**src/datapath_pkg.sv**
```systemverilog
package datapath_pkg;

   // data and address widths
   localparam int DATA_W = 8;
   localparam int ADDR_W = 12;
   localparam int BANK_W = 4;
   localparam int BUS_ADDR_W = 8;
   localparam int BUS_DATA_W = 32;

   // instruction timing, in quarters and instruction cycles
   localparam int QUARTERS_PER_CYCLE = 4;
   localparam logic [1:0] Q_DECODE = 2'h0;
   localparam logic [1:0] Q_READ = 2'h1;
   localparam logic [1:0] Q_PROCESS = 2'h2;
   localparam logic [1:0] Q_WRITE = 2'h3;
   localparam logic [1:0] SKIP_CYCLES_ONE_WORD = 2'h1;
   localparam logic [1:0] SKIP_CYCLES_TWO_WORD = 2'h2;

   // instruction encodings
   localparam logic [15:0] OPC_DECIMAL_ADJUST = 16'h0007;
   localparam logic [6:0] OPC_COMPARE_LESS = 7'h30;
   localparam logic [5:0] OPC_DECREMENT = 6'h01;
   localparam int OPC_DEST_BIT = 9;
   localparam int OPC_BANK_BIT = 8;

   // bcd and addressing constants
   localparam logic [3:0] BCD_DIGIT_MAX = 4'h9;
   localparam logic [3:0] BCD_CORRECTION = 4'h6;
   localparam logic [7:0] INDEXED_LIMIT = 8'h5F;
   localparam logic [3:0] ACCESS_HIGH_BANK = 4'hF;

   // register offsets (byte addresses)
   localparam logic [7:0] REG_ACCUM = 8'h00;
   localparam logic [7:0] REG_FLAGS = 8'h04;
   localparam logic [7:0] REG_BANK = 8'h08;
   localparam logic [7:0] REG_CONTROL = 8'h0C;
   localparam logic [7:0] REG_INDEX_BASE = 8'h10;
   localparam logic [7:0] REG_STATE = 8'h14;

   // field positions
   localparam int FLAG_CARRY = 0;
   localparam int FLAG_HALF = 1;
   localparam int FLAG_ZERO = 2;
   localparam int FLAG_NEG = 4;
   localparam int CTRL_EXTENDED = 0;

   // reset values
   localparam logic [7:0] RST_ACCUM = 8'h00;
   localparam logic [4:0] RST_FLAGS = 5'h00;
   localparam logic [3:0] RST_BANK = 4'h0;
   localparam logic RST_EXTENDED = 1'b0;
   localparam logic [11:0] RST_INDEX_BASE = 12'h000;

   typedef enum logic [1:0]
   {
      ST_IDLE = 2'b00,
      ST_EXEC = 2'b01,
      ST_SKIP = 2'b10
   } exec_state_t;

   typedef struct packed
   {
      logic [15:0] opcode;
      logic        next_two_word;
   } instr_t;

   typedef struct packed
   {
      logic [ADDR_W-1:0] addr;
      logic [DATA_W-1:0] wdata;
      logic              re;
      logic              we;
   } file_req_t;

endpackage

```
**src/bcd_adjust_unit.sv**
```systemverilog
`timescale 1ns/1ps
`default_nettype none
module bcd_adjust_unit
   import datapath_pkg::*;
(
   // operand and flags
   input  wire logic [7:0] i_accum,
   input  wire logic       i_half_carry,
   input  wire logic       i_carry,
   // adjusted result
   output logic      [7:0] o_result,
   output logic            o_carry
);

   logic       low_fix;
   logic [4:0] low_sum;
   logic       high_carry_in;
   logic [4:0] high_in;
   logic       high_fix;
   logic [5:0] high_sum;

   always_comb
   begin
      low_fix = (i_accum[3:0] > BCD_DIGIT_MAX) | i_half_carry;
      low_sum = {1'b0, i_accum[3:0]}
              + (low_fix ? {1'b0, BCD_CORRECTION} : 5'h00);
      high_carry_in = i_half_carry | low_sum[4];
      high_in = {1'b0, i_accum[7:4]} + {4'h0, high_carry_in};
      high_fix = (high_in > {1'b0, BCD_DIGIT_MAX}) | i_carry;
      high_sum = {1'b0, high_in}
               + (high_fix ? {2'b00, BCD_CORRECTION} : 6'h00);
      o_result = {high_sum[3:0], low_sum[3:0]};
      o_carry = i_carry | (high_sum > 6'h0F);
   end

endmodule
`default_nettype wire

```
**src/file_address_unit.sv**
```systemverilog
`timescale 1ns/1ps
`default_nettype none
module file_address_unit
   import datapath_pkg::*;
(
   // instruction fields
   input  wire logic [7:0]        i_file,
   input  wire logic              i_bank_access,
   // addressing state
   input  wire logic              i_extended,
   input  wire logic [BANK_W-1:0] i_bank,
   input  wire logic [ADDR_W-1:0] i_index_base,
   // resolved address
   output logic      [ADDR_W-1:0] o_addr,
   output logic                   o_indexed
);

   always_comb
   begin
      o_indexed = 1'b0;
      if (i_bank_access)
      begin
         o_addr = {i_bank, i_file};
      end
      else if (i_extended && (i_file <= INDEXED_LIMIT))
      begin
         o_addr = i_index_base + {4'h0, i_file};
         o_indexed = 1'b1;
      end
      else if (i_file <= INDEXED_LIMIT)
      begin
         o_addr = {4'h0, i_file};
      end
      else
      begin
         o_addr = {ACCESS_HIGH_BANK, i_file};
      end
   end

endmodule
`default_nettype wire

```
**src/bcd_adjust_decrement_compare_skip.sv**
```systemverilog
// Behaviour
// - skip next when file below accumulator
// - one cycle, two on skip, three two-word
// - low nibble over nine or half-carry adds six
// - high nibble plus half-carry or low carry, corrected by six
// - decrement file register in four quarters
// - destination bit picks accumulator or file
// - bank bit picks access bank or bank select
// - extended set indexes low file addresses when bank bit clear
`timescale 1ns/1ps
`default_nettype none
module bcd_adjust_decrement_compare_skip
   import datapath_pkg::*;
#(
   parameter int QUARTER_DIV = 1
)
(
   // clock and reset
   input  wire logic                    i_clock,
   input  wire logic                    i_rst_n,
   // instruction from decoder
   input  wire logic                    i_instr_valid,
   input  wire datapath_pkg::instr_t    i_instr,
   output logic                         o_instr_ready,
   output logic                         o_done,
   output logic                         o_discard,
   output logic                         o_skip_active,
   // file register port
   output datapath_pkg::file_req_t      o_file,
   input  wire logic [7:0]              i_file_rdata,
   // register port
   input  wire logic [7:0]              i_reg_addr,
   input  wire logic [31:0]             i_reg_wdata,
   input  wire logic                    i_reg_we,
   input  wire logic                    i_reg_re,
   output logic      [31:0]             o_reg_rdata
);

   // elaboration check on the quarter divider
   if (QUARTER_DIV < 1 || QUARTER_DIV > 255)
   begin
      $error("QUARTER_DIV out of range");
   end

   localparam logic [7:0] DIV_LAST = 8'(QUARTER_DIV - 1);

   exec_state_t       state;
   logic [7:0]        div_cnt;
   logic              q_tick;
   logic [1:0]        quarter;
   logic [1:0]        skip_left;
   instr_t            cur;
   logic [7:0]        operand;
   logic [7:0]        result;
   logic              take_skip;
   logic              last_skip;
   logic [7:0]        accum;
   logic [4:0]        flags;
   logic [3:0]        bank;
   logic              extended;
   logic [11:0]       index_base;
   logic [11:0]       file_addr;
   logic              file_indexed;
   logic              last_indexed;
   logic [7:0]        bcd_result;
   logic              bcd_carry;
   logic              is_adjust;
   logic              is_compare;
   logic              is_decrement;
   logic              accept;
   logic              end_exec;
   logic              end_skip;

   // opcode class decode
   function automatic logic [2:0] classify(input logic [15:0] opc);
      classify = {opc == OPC_DECIMAL_ADJUST,
                  opc[15:9] == OPC_COMPARE_LESS,
                  opc[15:10] == OPC_DECREMENT};
   endfunction

   assign {is_adjust, is_compare, is_decrement} = classify(cur.opcode);
   assign o_instr_ready = (state == ST_IDLE);
   assign accept = i_instr_valid && o_instr_ready;
   assign q_tick = (state != ST_IDLE) && (div_cnt == DIV_LAST);
   assign end_exec = q_tick && (state == ST_EXEC) && (quarter == Q_WRITE);
   assign end_skip = q_tick && (state == ST_SKIP) && (quarter == Q_WRITE)
                     && (skip_left == 2'h1);
   assign o_skip_active = (state == ST_SKIP);

   bcd_adjust_unit u_bcd
   (
      .i_accum      (accum),
      .i_half_carry (flags[FLAG_HALF]),
      .i_carry      (flags[FLAG_CARRY]),
      .o_result     (bcd_result),
      .o_carry      (bcd_carry)
   );

   file_address_unit u_addr
   (
      .i_file        (i_instr.opcode[7:0]),
      .i_bank_access (i_instr.opcode[OPC_BANK_BIT]),
      .i_extended    (extended),
      .i_bank        (bank),
      .i_index_base  (index_base),
      .o_addr        (file_addr),
      .o_indexed     (file_indexed)
   );

   // quarter divider, restarted per instruction
   always_ff @(posedge i_clock or negedge i_rst_n)
   begin
      if (!i_rst_n)
      begin
         div_cnt <= 8'h00;
      end
      else if (accept || q_tick)
      begin
         div_cnt <= 8'h00;
      end
      else if (state != ST_IDLE)
      begin
         div_cnt <= div_cnt + 8'h01;
      end
   end

   // sequencer: execute cycle then skip cycles
   always_ff @(posedge i_clock or negedge i_rst_n)
   begin
      if (!i_rst_n)
      begin
         state <= ST_IDLE;
         quarter <= Q_DECODE;
         skip_left <= 2'h0;
      end
      else if (accept)
      begin
         state <= ST_EXEC;
         quarter <= Q_DECODE;
      end
      else if (q_tick)
      begin
         quarter <= quarter + 2'h1;
         unique case (state)
            ST_EXEC:
            begin
               if (quarter == Q_WRITE)
               begin
                  if (take_skip)
                  begin
                     state <= ST_SKIP;
                     skip_left <= cur.next_two_word ? SKIP_CYCLES_TWO_WORD
                                                    : SKIP_CYCLES_ONE_WORD;
                  end
                  else
                  begin
                     state <= ST_IDLE;
                  end
               end
            end
            ST_SKIP:
            begin
               if (quarter == Q_WRITE)
               begin
                  skip_left <= skip_left - 2'h1;
                  if (skip_left == 2'h1)
                  begin
                     state <= ST_IDLE;
                  end
               end
            end
            default:
            begin
               state <= ST_IDLE;
            end
         endcase
      end
   end

   // decode quarter: latch instruction and address
   always_ff @(posedge i_clock or negedge i_rst_n)
   begin
      if (!i_rst_n)
      begin
         cur <= '0;
         o_file.addr <= 12'h000;
         last_indexed <= 1'b0;
      end
      else if (accept)
      begin
         cur <= i_instr;
         o_file.addr <= file_addr;
         last_indexed <= file_indexed;
      end
   end

   // read in Q2, process in Q3
   always_ff @(posedge i_clock or negedge i_rst_n)
   begin
      if (!i_rst_n)
      begin
         o_file.re <= 1'b0;
         operand <= 8'h00;
         result <= 8'h00;
         take_skip <= 1'b0;
      end
      else if (q_tick && state == ST_EXEC)
      begin
         o_file.re <= (quarter == Q_DECODE) && (is_compare || is_decrement);
         if (quarter == Q_DECODE)
         begin
            take_skip <= 1'b0;
         end
         if (quarter == Q_READ)
         begin
            operand <= i_file_rdata;
         end
         if (quarter == Q_PROCESS)
         begin
            take_skip <= is_compare && (operand < accum);
            result <= is_adjust ? bcd_result : operand - 8'h01;
         end
      end
   end

   // file write-back during Q4 when destination bit set
   always_ff @(posedge i_clock or negedge i_rst_n)
   begin
      if (!i_rst_n)
      begin
         o_file.we <= 1'b0;
         o_file.wdata <= 8'h00;
      end
      else if (q_tick && state == ST_EXEC)
      begin
         o_file.we <= (quarter == Q_PROCESS) && is_decrement
                      && cur.opcode[OPC_DEST_BIT];
         if (quarter == Q_PROCESS)
         begin
            o_file.wdata <= operand - 8'h01;
         end
      end
   end

   // completion and discard pulses
   always_ff @(posedge i_clock or negedge i_rst_n)
   begin
      if (!i_rst_n)
      begin
         o_done <= 1'b0;
         o_discard <= 1'b0;
         last_skip <= 1'b0;
      end
      else
      begin
         o_done <= (end_exec && !take_skip) || end_skip;
         o_discard <= end_exec && take_skip;
         if (end_exec)
         begin
            last_skip <= take_skip;
         end
      end
   end

   // accumulator: core write in Q4 wins over software
   always_ff @(posedge i_clock or negedge i_rst_n)
   begin
      if (!i_rst_n)
      begin
         accum <= RST_ACCUM;
      end
      else if (end_exec && (is_adjust ||
               (is_decrement && !cur.opcode[OPC_DEST_BIT])))
      begin
         accum <= result;
      end
      else if (i_reg_we && i_reg_addr == REG_ACCUM)
      begin
         accum <= i_reg_wdata[7:0];
      end
   end

   // status flags
   always_ff @(posedge i_clock or negedge i_rst_n)
   begin
      if (!i_rst_n)
      begin
         flags <= RST_FLAGS;
      end
      else if (end_exec && is_adjust)
      begin
         flags[FLAG_CARRY] <= bcd_carry;
      end
      else if (end_exec && is_decrement)
      begin
         flags[FLAG_ZERO] <= (result == 8'h00);
         flags[FLAG_NEG] <= result[7];
      end
      else if (i_reg_we && i_reg_addr == REG_FLAGS)
      begin
         flags <= i_reg_wdata[4:0];
      end
   end

   // addressing configuration
   always_ff @(posedge i_clock or negedge i_rst_n)
   begin
      if (!i_rst_n)
      begin
         bank <= RST_BANK;
         extended <= RST_EXTENDED;
         index_base <= RST_INDEX_BASE;
      end
      else if (i_reg_we)
      begin
         if (i_reg_addr == REG_BANK)
         begin
            bank <= i_reg_wdata[3:0];
         end
         if (i_reg_addr == REG_CONTROL)
         begin
            extended <= i_reg_wdata[CTRL_EXTENDED];
         end
         if (i_reg_addr == REG_INDEX_BASE)
         begin
            index_base <= i_reg_wdata[11:0];
         end
      end
   end

   // read data, valid one cycle after the read strobe
   always_ff @(posedge i_clock or negedge i_rst_n)
   begin
      if (!i_rst_n)
      begin
         o_reg_rdata <= 32'h0000_0000;
      end
      else if (i_reg_re)
      begin
         unique case (i_reg_addr)
            REG_ACCUM:      o_reg_rdata <= {24'h0, accum};
            REG_FLAGS:      o_reg_rdata <= {27'h0, flags};
            REG_BANK:       o_reg_rdata <= {28'h0, bank};
            REG_CONTROL:    o_reg_rdata <= {31'h0, extended};
            REG_INDEX_BASE: o_reg_rdata <= {20'h0, index_base};
            REG_STATE:      o_reg_rdata <= {24'h0, last_indexed, last_skip,
                                            skip_left, quarter, state};
            default:        o_reg_rdata <= 32'h0000_0000;
         endcase
      end
      else
      begin
         o_reg_rdata <= 32'h0000_0000;
      end
   end

endmodule
`default_nettype wire

```
**config.mk**
```make
export PLATFORM = sky130hd
export DESIGN_NAME = bcd_adjust_decrement_compare_skip
export DESIGN_NICKNAME = d
export VERILOG_FILES = /design/src/datapath_pkg.sv /design/src/bcd_adjust_unit.sv /design/src/file_address_unit.sv /design/src/bcd_adjust_decrement_compare_skip.sv
export SDC_FILE = /design/constraint.sdc
export NUM_CORES = 1
export LEC_CHECK = 0
export BUFFER_PORTS_ARGS = -buffer_cell sky130_fd_sc_hd__buf_4
export CAP_MARGIN = 20
export CELL_PAD_IN_SITES_DETAIL_PLACEMENT = 0
export CELL_PAD_IN_SITES_GLOBAL_PLACEMENT = 1
export CORE_MARGIN = 1.5
export CORE_UTILIZATION = 46
export DETAILED_ROUTE_END_ITERATION = 6
export PLACE_DENSITY_LB_ADDON = 0.1
export SLEW_MARGIN = 20
export SYNTH_ARGS = -nofsm -noshare
export SYNTH_HDL_FRONTEND = slang
export SYNTH_SLANG_ARGS = --single-unit
```
**constraint.sdc**
```tcl
create_clock -name i_clock -period 8.42 [get_ports i_clock]
set_clock_uncertainty 0.2 [all_clocks]
set_input_delay 0.421 -clock i_clock [delete_from_list [all_inputs] [get_ports i_clock]]
set_output_delay 0.421 -clock i_clock [all_outputs]
set_load 0.05 [all_outputs]
```
; ---- Word level (Yosys, flattened, before mapping)
; Cells that the tools add are included.
[word_totals]
out_inout_bits = 58
word_cells = 151
reg_bits = 116
inputBits = 70
[classes]
reduce_logical = 50
addsub = 8
order_cmp = 5
n_mux = 35
n_bitwise = 7
eq_ne = 21
[ops]
columns = cell, count
row1 = 12-bit case mux with 6 select lines, 1
row2 = 12-bit 2-to-1 mux, 4
row3 = 8-bit 2-to-1 mux, 5
row4 = 8-bit zero test, 3
row5 = 2-bit 2-to-1 mux, 12
row6 = 1-bit logical AND, 20
row7 = "16-bit by 3-bit == test with 1-bit output, second input constant", 1
row8 = "8-bit by 4-bit == test with 1-bit output, second input constant", 2
row9 = "8-bit by 5-bit == test with 1-bit output, second input constant", 2
row10 = 2-bit AND reduction, 8
row11 = 2-bit nonzero test, 8
row12 = 12-bit by 8-bit adder with 12-bit output, 1
row13 = "8-bit by 1-bit adder with 8-bit output, second input constant", 1
row14 = "8-bit by 3-bit == test with 1-bit output, second input constant", 1
row15 = "8-bit by 7-bit <= comparator with 1-bit output, second input constant", 1
row16 = 8-bit < comparator, 1
row17 = 1-bit 2-to-1 mux, 8
row18 = 2-bit case mux with 2 select lines, 2
row19 = "8-bit by 1-bit subtractor with 8-bit output, second input constant", 1
row20 = "7-bit by 6-bit == test with 1-bit output, second input constant", 1
row21 = 5-bit by 6-bit adder with 6-bit output, 1
row22 = "2-bit by 1-bit == test with 1-bit output, second input constant", 3
row23 = "2-bit == test, second input constant", 3
row24 = "6-bit by 1-bit == test with 1-bit output, second input constant", 1
row25 = 21 further kinds, 35

; ---- Depth between registers and ports, before layout
[depth]
ltp_word = 13
depth_mapped = 19
ltp_nobuf = 19

; ---- By module
; Synthesis repeated with hierarchy kept, for this count alone.
[hier_totals]
hier_cells = 624
area_unflattened_um2 = 6602.6
[by_module_without_submodules]
columns = module, seq_area_each_um2, instances, area_each_um2, cells_each
row1 = bcd_adjust_decrement_compare_skip, 2902.8, 1, 5672.9, 498
row2 = file_address_unit, 0.0, 1, 623.1, 91
row3 = bcd_adjust_unit, 0.0, 1, 306.5, 35

; ---- Worst setup path after synthesis
; No wires, ideal clock.
[synth_timing]
path_kind = reg2reg
from = register accum[2]
to = register flags[0]
setup_slack_ns = 4.664
required_ns = 8.095
synth_period_minus_slack_ns = 3.756
arrival_time_ns = 3.431
setup_ns = 0.125
path_stages_with_launch = 18
path_buffers = 0
path_cell_list = dfrtp_1 o21ai_0 nand2b_1 ha_1 a21oi_1 o21bai_1 ha_1 ha_1 nor2_1 nor2_1 o22ai_1 nand2b_1 ha_1 fa_1 o31ai_1 o21ai_0 a41o_1 mux2_2
[synth_via]
elab_chain_len = 13
[synth_lines]
columns = element, line_no
row1 = "start, declared", bcd_adjust_decrement_compare_skip.sv:57  ; logic [7:0] accum;
row2 = "start signal, assigned", bcd_adjust_decrement_compare_skip.sv:275  ; accum <= result;
row3 = "start signal, assigned", bcd_adjust_decrement_compare_skip.sv:279  ; accum <= i_reg_wdata[7:0];
row4 = 4-bit > comparator, bcd_adjust_unit.sv:24  ; low_fix = (i_accum[3:0] > BCD_DIGIT_MAX) | i_half_carry;
row5 = 1-bit OR, bcd_adjust_unit.sv:24
row6 = 3-bit 2-to-1 mux, bcd_adjust_unit.sv:26  ; + (low_fix ? {1'b0, BCD_CORRECTION} : 5'h00);
row7 = 4-bit by 5-bit adder with 5-bit output *, bcd_adjust_unit.sv:26
row8 = 1-bit OR *, bcd_adjust_unit.sv:27  ; high_carry_in = i_half_carry | low_sum[4];
row9 = 4-bit by 1-bit adder with 5-bit output *, bcd_adjust_unit.sv:28  ; high_in = {1'b0, i_accum[7:4]} + {4'h0, high_carry_in};
row10 = 5-bit by 4-bit > comparator with 1-bit output, bcd_adjust_unit.sv:29  ; high_fix = (high_in > {1'b0, BCD_DIGIT_MAX}) | i_carry;
row11 = 1-bit OR, bcd_adjust_unit.sv:29
row12 = 3-bit 2-to-1 mux, bcd_adjust_unit.sv:31  ; + (high_fix ? {2'b00, BCD_CORRECTION} : 6'h00);
row13 = 5-bit by 6-bit adder with 6-bit output *, bcd_adjust_unit.sv:31
row14 = 6-bit by 4-bit > comparator with 1-bit output *, bcd_adjust_unit.sv:33  ; o_carry = i_carry | (high_sum > 6'h0F);
row15 = 1-bit OR *, bcd_adjust_unit.sv:33
row16 = 1-bit 2-to-1 mux *, bcd_adjust_decrement_compare_skip.sv:290  ; else if (end_exec && is_adjust)
row17 = "end signal, assigned by index", bcd_adjust_decrement_compare_skip.sv:292  ; flags[FLAG_CARRY] <= bcd_carry;
row18 = "end signal, assigned by index", bcd_adjust_decrement_compare_skip.sv:296  ; flags[FLAG_ZERO] <= (result == 8'h00);
row19 = "end signal, assigned by index", bcd_adjust_decrement_compare_skip.sv:297  ; flags[FLAG_NEG] <= result[7];
row20 = "end, declared", bcd_adjust_decrement_compare_skip.sv:58  ; logic [4:0] flags;
; Every way passes the cells marked *; elsewhere a longest branch is shown, timed or not.
; A chain may end at the register's enable or synchronous reset.

; ---- Final worst setup path
; Same ends and word-level chain as after synthesis.

==> flow_summary_export.csv <==
group,metric,value,unit
power,ir_drop,0.118,mV
drt,wire_per_inst,16.7,um
critical_path,crit_required,8520,ps
drt,vias_per_cell,5.32,
drt,drc,0,
drt,wl,15800,um
power,p_leak,3.87,nW
floorplan,pin_count,128,
placed_design,portBuffers,87,
critical_path,critPathMaxFanout,6,
synthesis,avgSynthCellArea,9.78,sq um
global_route,grt_max_degree,62,
cts,cts_hold_buf,7,
critical_path,crit_arrival,4260,ps
sta,tns,0,ps
floorplan,fp.dieArea,0.0147,sq mm
sta,fin_crit_sh,0.494,
sta,max_clock_freq,240,MHz
sta,rsz0062_at_grt,"false",
synthesis,synthTopCellsByArea,"dfrtp_1 45%, ha_1 6.4%, mux2_2 5.8%",
sta,finalMaxSlewViolations,0,
power,power,1.51,mW
cts,htree_levels,4,
run,drv_cap,0,
cells_and_area,fin_area,0.00787,sq mm
critical_path,endpoint_kind,"flop",
cts,ctsResizeCount,0,
critical_path,regToRegSetupSlack,4260,ps
global_route,first_global_vias,4835,
sta,hold_violations,0,
global_route,grt-ovfl-total,0,
floorplan,start_util,0.466,
sta,finalSetupViolCount,0,
drt,drt_iter0_drc,402,
synthesis,synth_ff_type,"dfrtp_1",
synthesis,synth_top_cell_by_area,"dfrtp_1",
cells_and_area,final_common_cell,"dfrtp_1",
placed_design,place_area,0.00714,sq mm
critical_path,crit_path_start_kind,"flop",
cts,postCtsSetupRepairBufs,0,
critical_path,worst-setup-path-type,"flop to flop",
floorplan,die_y,121,um
cells_and_area,antenna_cells,0,
cells_and_area,drive_gt1_frac,0.220,
sta,holdWs,10.7,ps
cts,cts_made_buffers,17,
cts,clock_path_buffers,2,
sta,fin_crit,4160,ps
cts,cts.sinks,116,
status,outcome,"finished, final reports clean",
critical_path,critPathCapture,"flags[0]$_DFFE_PN0P_",
drt,firstDrtPassIters,6,
sta,relSlewSlack,0.492,
synthesis,synthCells,657,
floorplan,fp.dieW,121,um
critical_path,startpoint,"accum[2]$_DFFE_PN0P_",
global_route,grt_first_pass_wirelength,25600,um
critical_path,r2r-end,"flags[0]$_DFFE_PN0P_",
synthesis,asyncSetResetFlopFracSynth,1.00,
cells_and_area,areaGrowthSynthToFinish,22.5,%
cts,clk_latency,420,ps
global_route,grt_use_met2,0.361,
cts,path_clk_slew,50,ps
power,power_density,192,mW/mm^2
drt,ant_nets,0,
global_route,grt-busiest-layer,"met2",
placed_design,gp_congestion,0.883,
cells_and_area,layout_common_cells,"116 x dfrtp_1, 97 x nand2_1, 90 x buf_4",
placed_design,dp_hpwl,11500,um
global_route,use_met3,0.0475,
global_route,grtUsageTotal,0.228,
cts,cts_tree,"built",
synthesis,synth_seq_area_share,0.452,
critical_path,r2r_start,"accum[2]$_DFFE_PN0P_",
min_path,hold_path_class,"input pin to flop",
critical_path,r2r_cells,17,
global_route,use_met1,0.310,
cells_and_area,fillers,1265,
cts,cts_root_buf,"clkbuf_16",
synthesis,synth_top_cell_area_share,0.452,
synthesis,syn_area,0.00642,sq mm
cells_and_area,final_nets,856,
synthesis,synth_cell_type_count,63,
sta,worstMarginPinSlew,762,ps
synthesis,synth_edf_count,0,
global_route,antenna_found_initial,0,
synthesis,ys_ff_latch,116,
floorplan,fp.coreArea,0.0138,sq mm
drt,vias,5021,
synthesis,ys.warnings.count,0,
floorplan,fp-row-count,43,
flip-flops by register name (all words and copies together) (netlist names):
signal,flops
operand,8
quarter,2
skip_left,2
last_indexed,1
flags,5
div_cnt,8
o_done,1
accum,8
take_skip,1
index_base,12
state,2
o_file,22
extended,1
cur,17
result,8
o_discard,1
o_reg_rdata,12
bank,4
last_skip,1
layer usage:
layer	routed length (um)	part of all wire
met2	7400	0.47
met1	7370	0.47
met5	0	0
met4	294	0.019
met3	693	0.044
metrics by stage:
stage,setup WS [ps],util,instances
6_report,4260,0.571,943
5_1_grt,3840,0.571,943
4_1_cts,4280,0.570,942
3_3_place_gp,4420,0.519,903
2_1_floorplan,4660,-,676
3_5_place_dp,4300,0.519,903
how the worst min path moves through the flow:
stage / startpoint / endpoint / slack (ps) / cells past startpoint
3_5_place_dp: cur[1]$_DFFE_PN0P_ / cur[1]$_DFFE_PN0P_ / 260 / 2
3_3_place_gp: cur[8]$_DFFE_PN0P_ / cur[8]$_DFFE_PN0P_ / 260 / 2
2_1_floorplan: i_rst_n / accum[0]$_DFFE_PN0P_ / -70 / 0
5_1_grt: i_instr[11] / cur[11]$_DFFE_PN0P_ / 10 / 3
4_1_cts: i_instr[11] / cur[11]$_DFFE_PN0P_ / 2 / 3
6_report: i_instr[11] / cur[11]$_DFFE_PN0P_ / 10 / 3
worst max-delay path, cell delays in order (launching register included):
cell	delay, ps
dfrtp_1	460
o21ai_0	190
nand2b_1	140
ha_1	310
a21oi_1	140
o21bai_1	90
ha_1	210
ha_1	320
nor2_1	120
nor2_1	60
o22ai_1	150
nand2b_1	140
ha_1	240
fa_1	410
o31ai_1	240
o21ai_0	120
a41o_1	260
mux2_2	260
cells by family after synthesis:
kind of cell	count (synthesis)	synth area share
XOR/XNOR	17	0.0232
buffers and inverters	71	0.0561
multiplexers	56	0.101
other	1	0.000584
adder cells (fa/ha/maj)	36	0.0736
AND/OR/NAND/NOR	238	0.181
flip-flops	116	0.452
AO/OA/AOI/OAI	122	0.113
cell type report:
type | count | area [sq um] | area share
Inverter | 28 | 105 | 0.0134
Sequential cell | 116 | 2900 | 0.369
Tap cell | 180 | 225 | 0.0286
Clock buffer | 23 | 498 | 0.0633
Clock inverter | 9 | 148 | 0.0188
Timing Repair Buffer | 98 | 753 | 0.0957
Multi-Input combinational cell | 489 | 3240 | 0.411
power by group:
| part | internal, mW | leakage [nW] | switching (mW) |
|---|---|---|---|
| Clock | 0.532 | 0.319 | 0.256 |
| Sequential | 0.567 | 1.52 | 0.0128 |
| Combinational | 0.0598 | 2.04 | 0.0858 |
synth_stat cells (2+ instances only):
master,count
o22ai_1,6
nor4_1,4
clkbuf_1,17
nor3_1,9
buf_4,20
and3_1,5
fa_1,3
a21o_1,5
o21bai_1,2
mux2_2,33
nor2b_1,8
and2_1,3
xnor2_1,11
nand3_2,2
clkbuf_2,2
and4_1,4
o211ai_1,4
a31oi_1,5
a2bb2oi_1,2
nand4_1,8
nor4b_1,5
nand3b_1,3
ha_1,33
dfrtp_1,116
xor2_1,6
a22oi_1,4
buf_6,2
or3_1,2
or4_1,3
nand2b_1,3
nand3_1,17
a21oi_1,31
nand2_1,97
inv_1,28
o21ai_0,44
a211oi_1,3
nor2_1,51
o31ai_1,5
o2111ai_1,2
o21a_1,3
mux4_2,4
nor3b_1,3
mux2i_1,19
No activity file was read; power rests on OpenSTA's default activity.
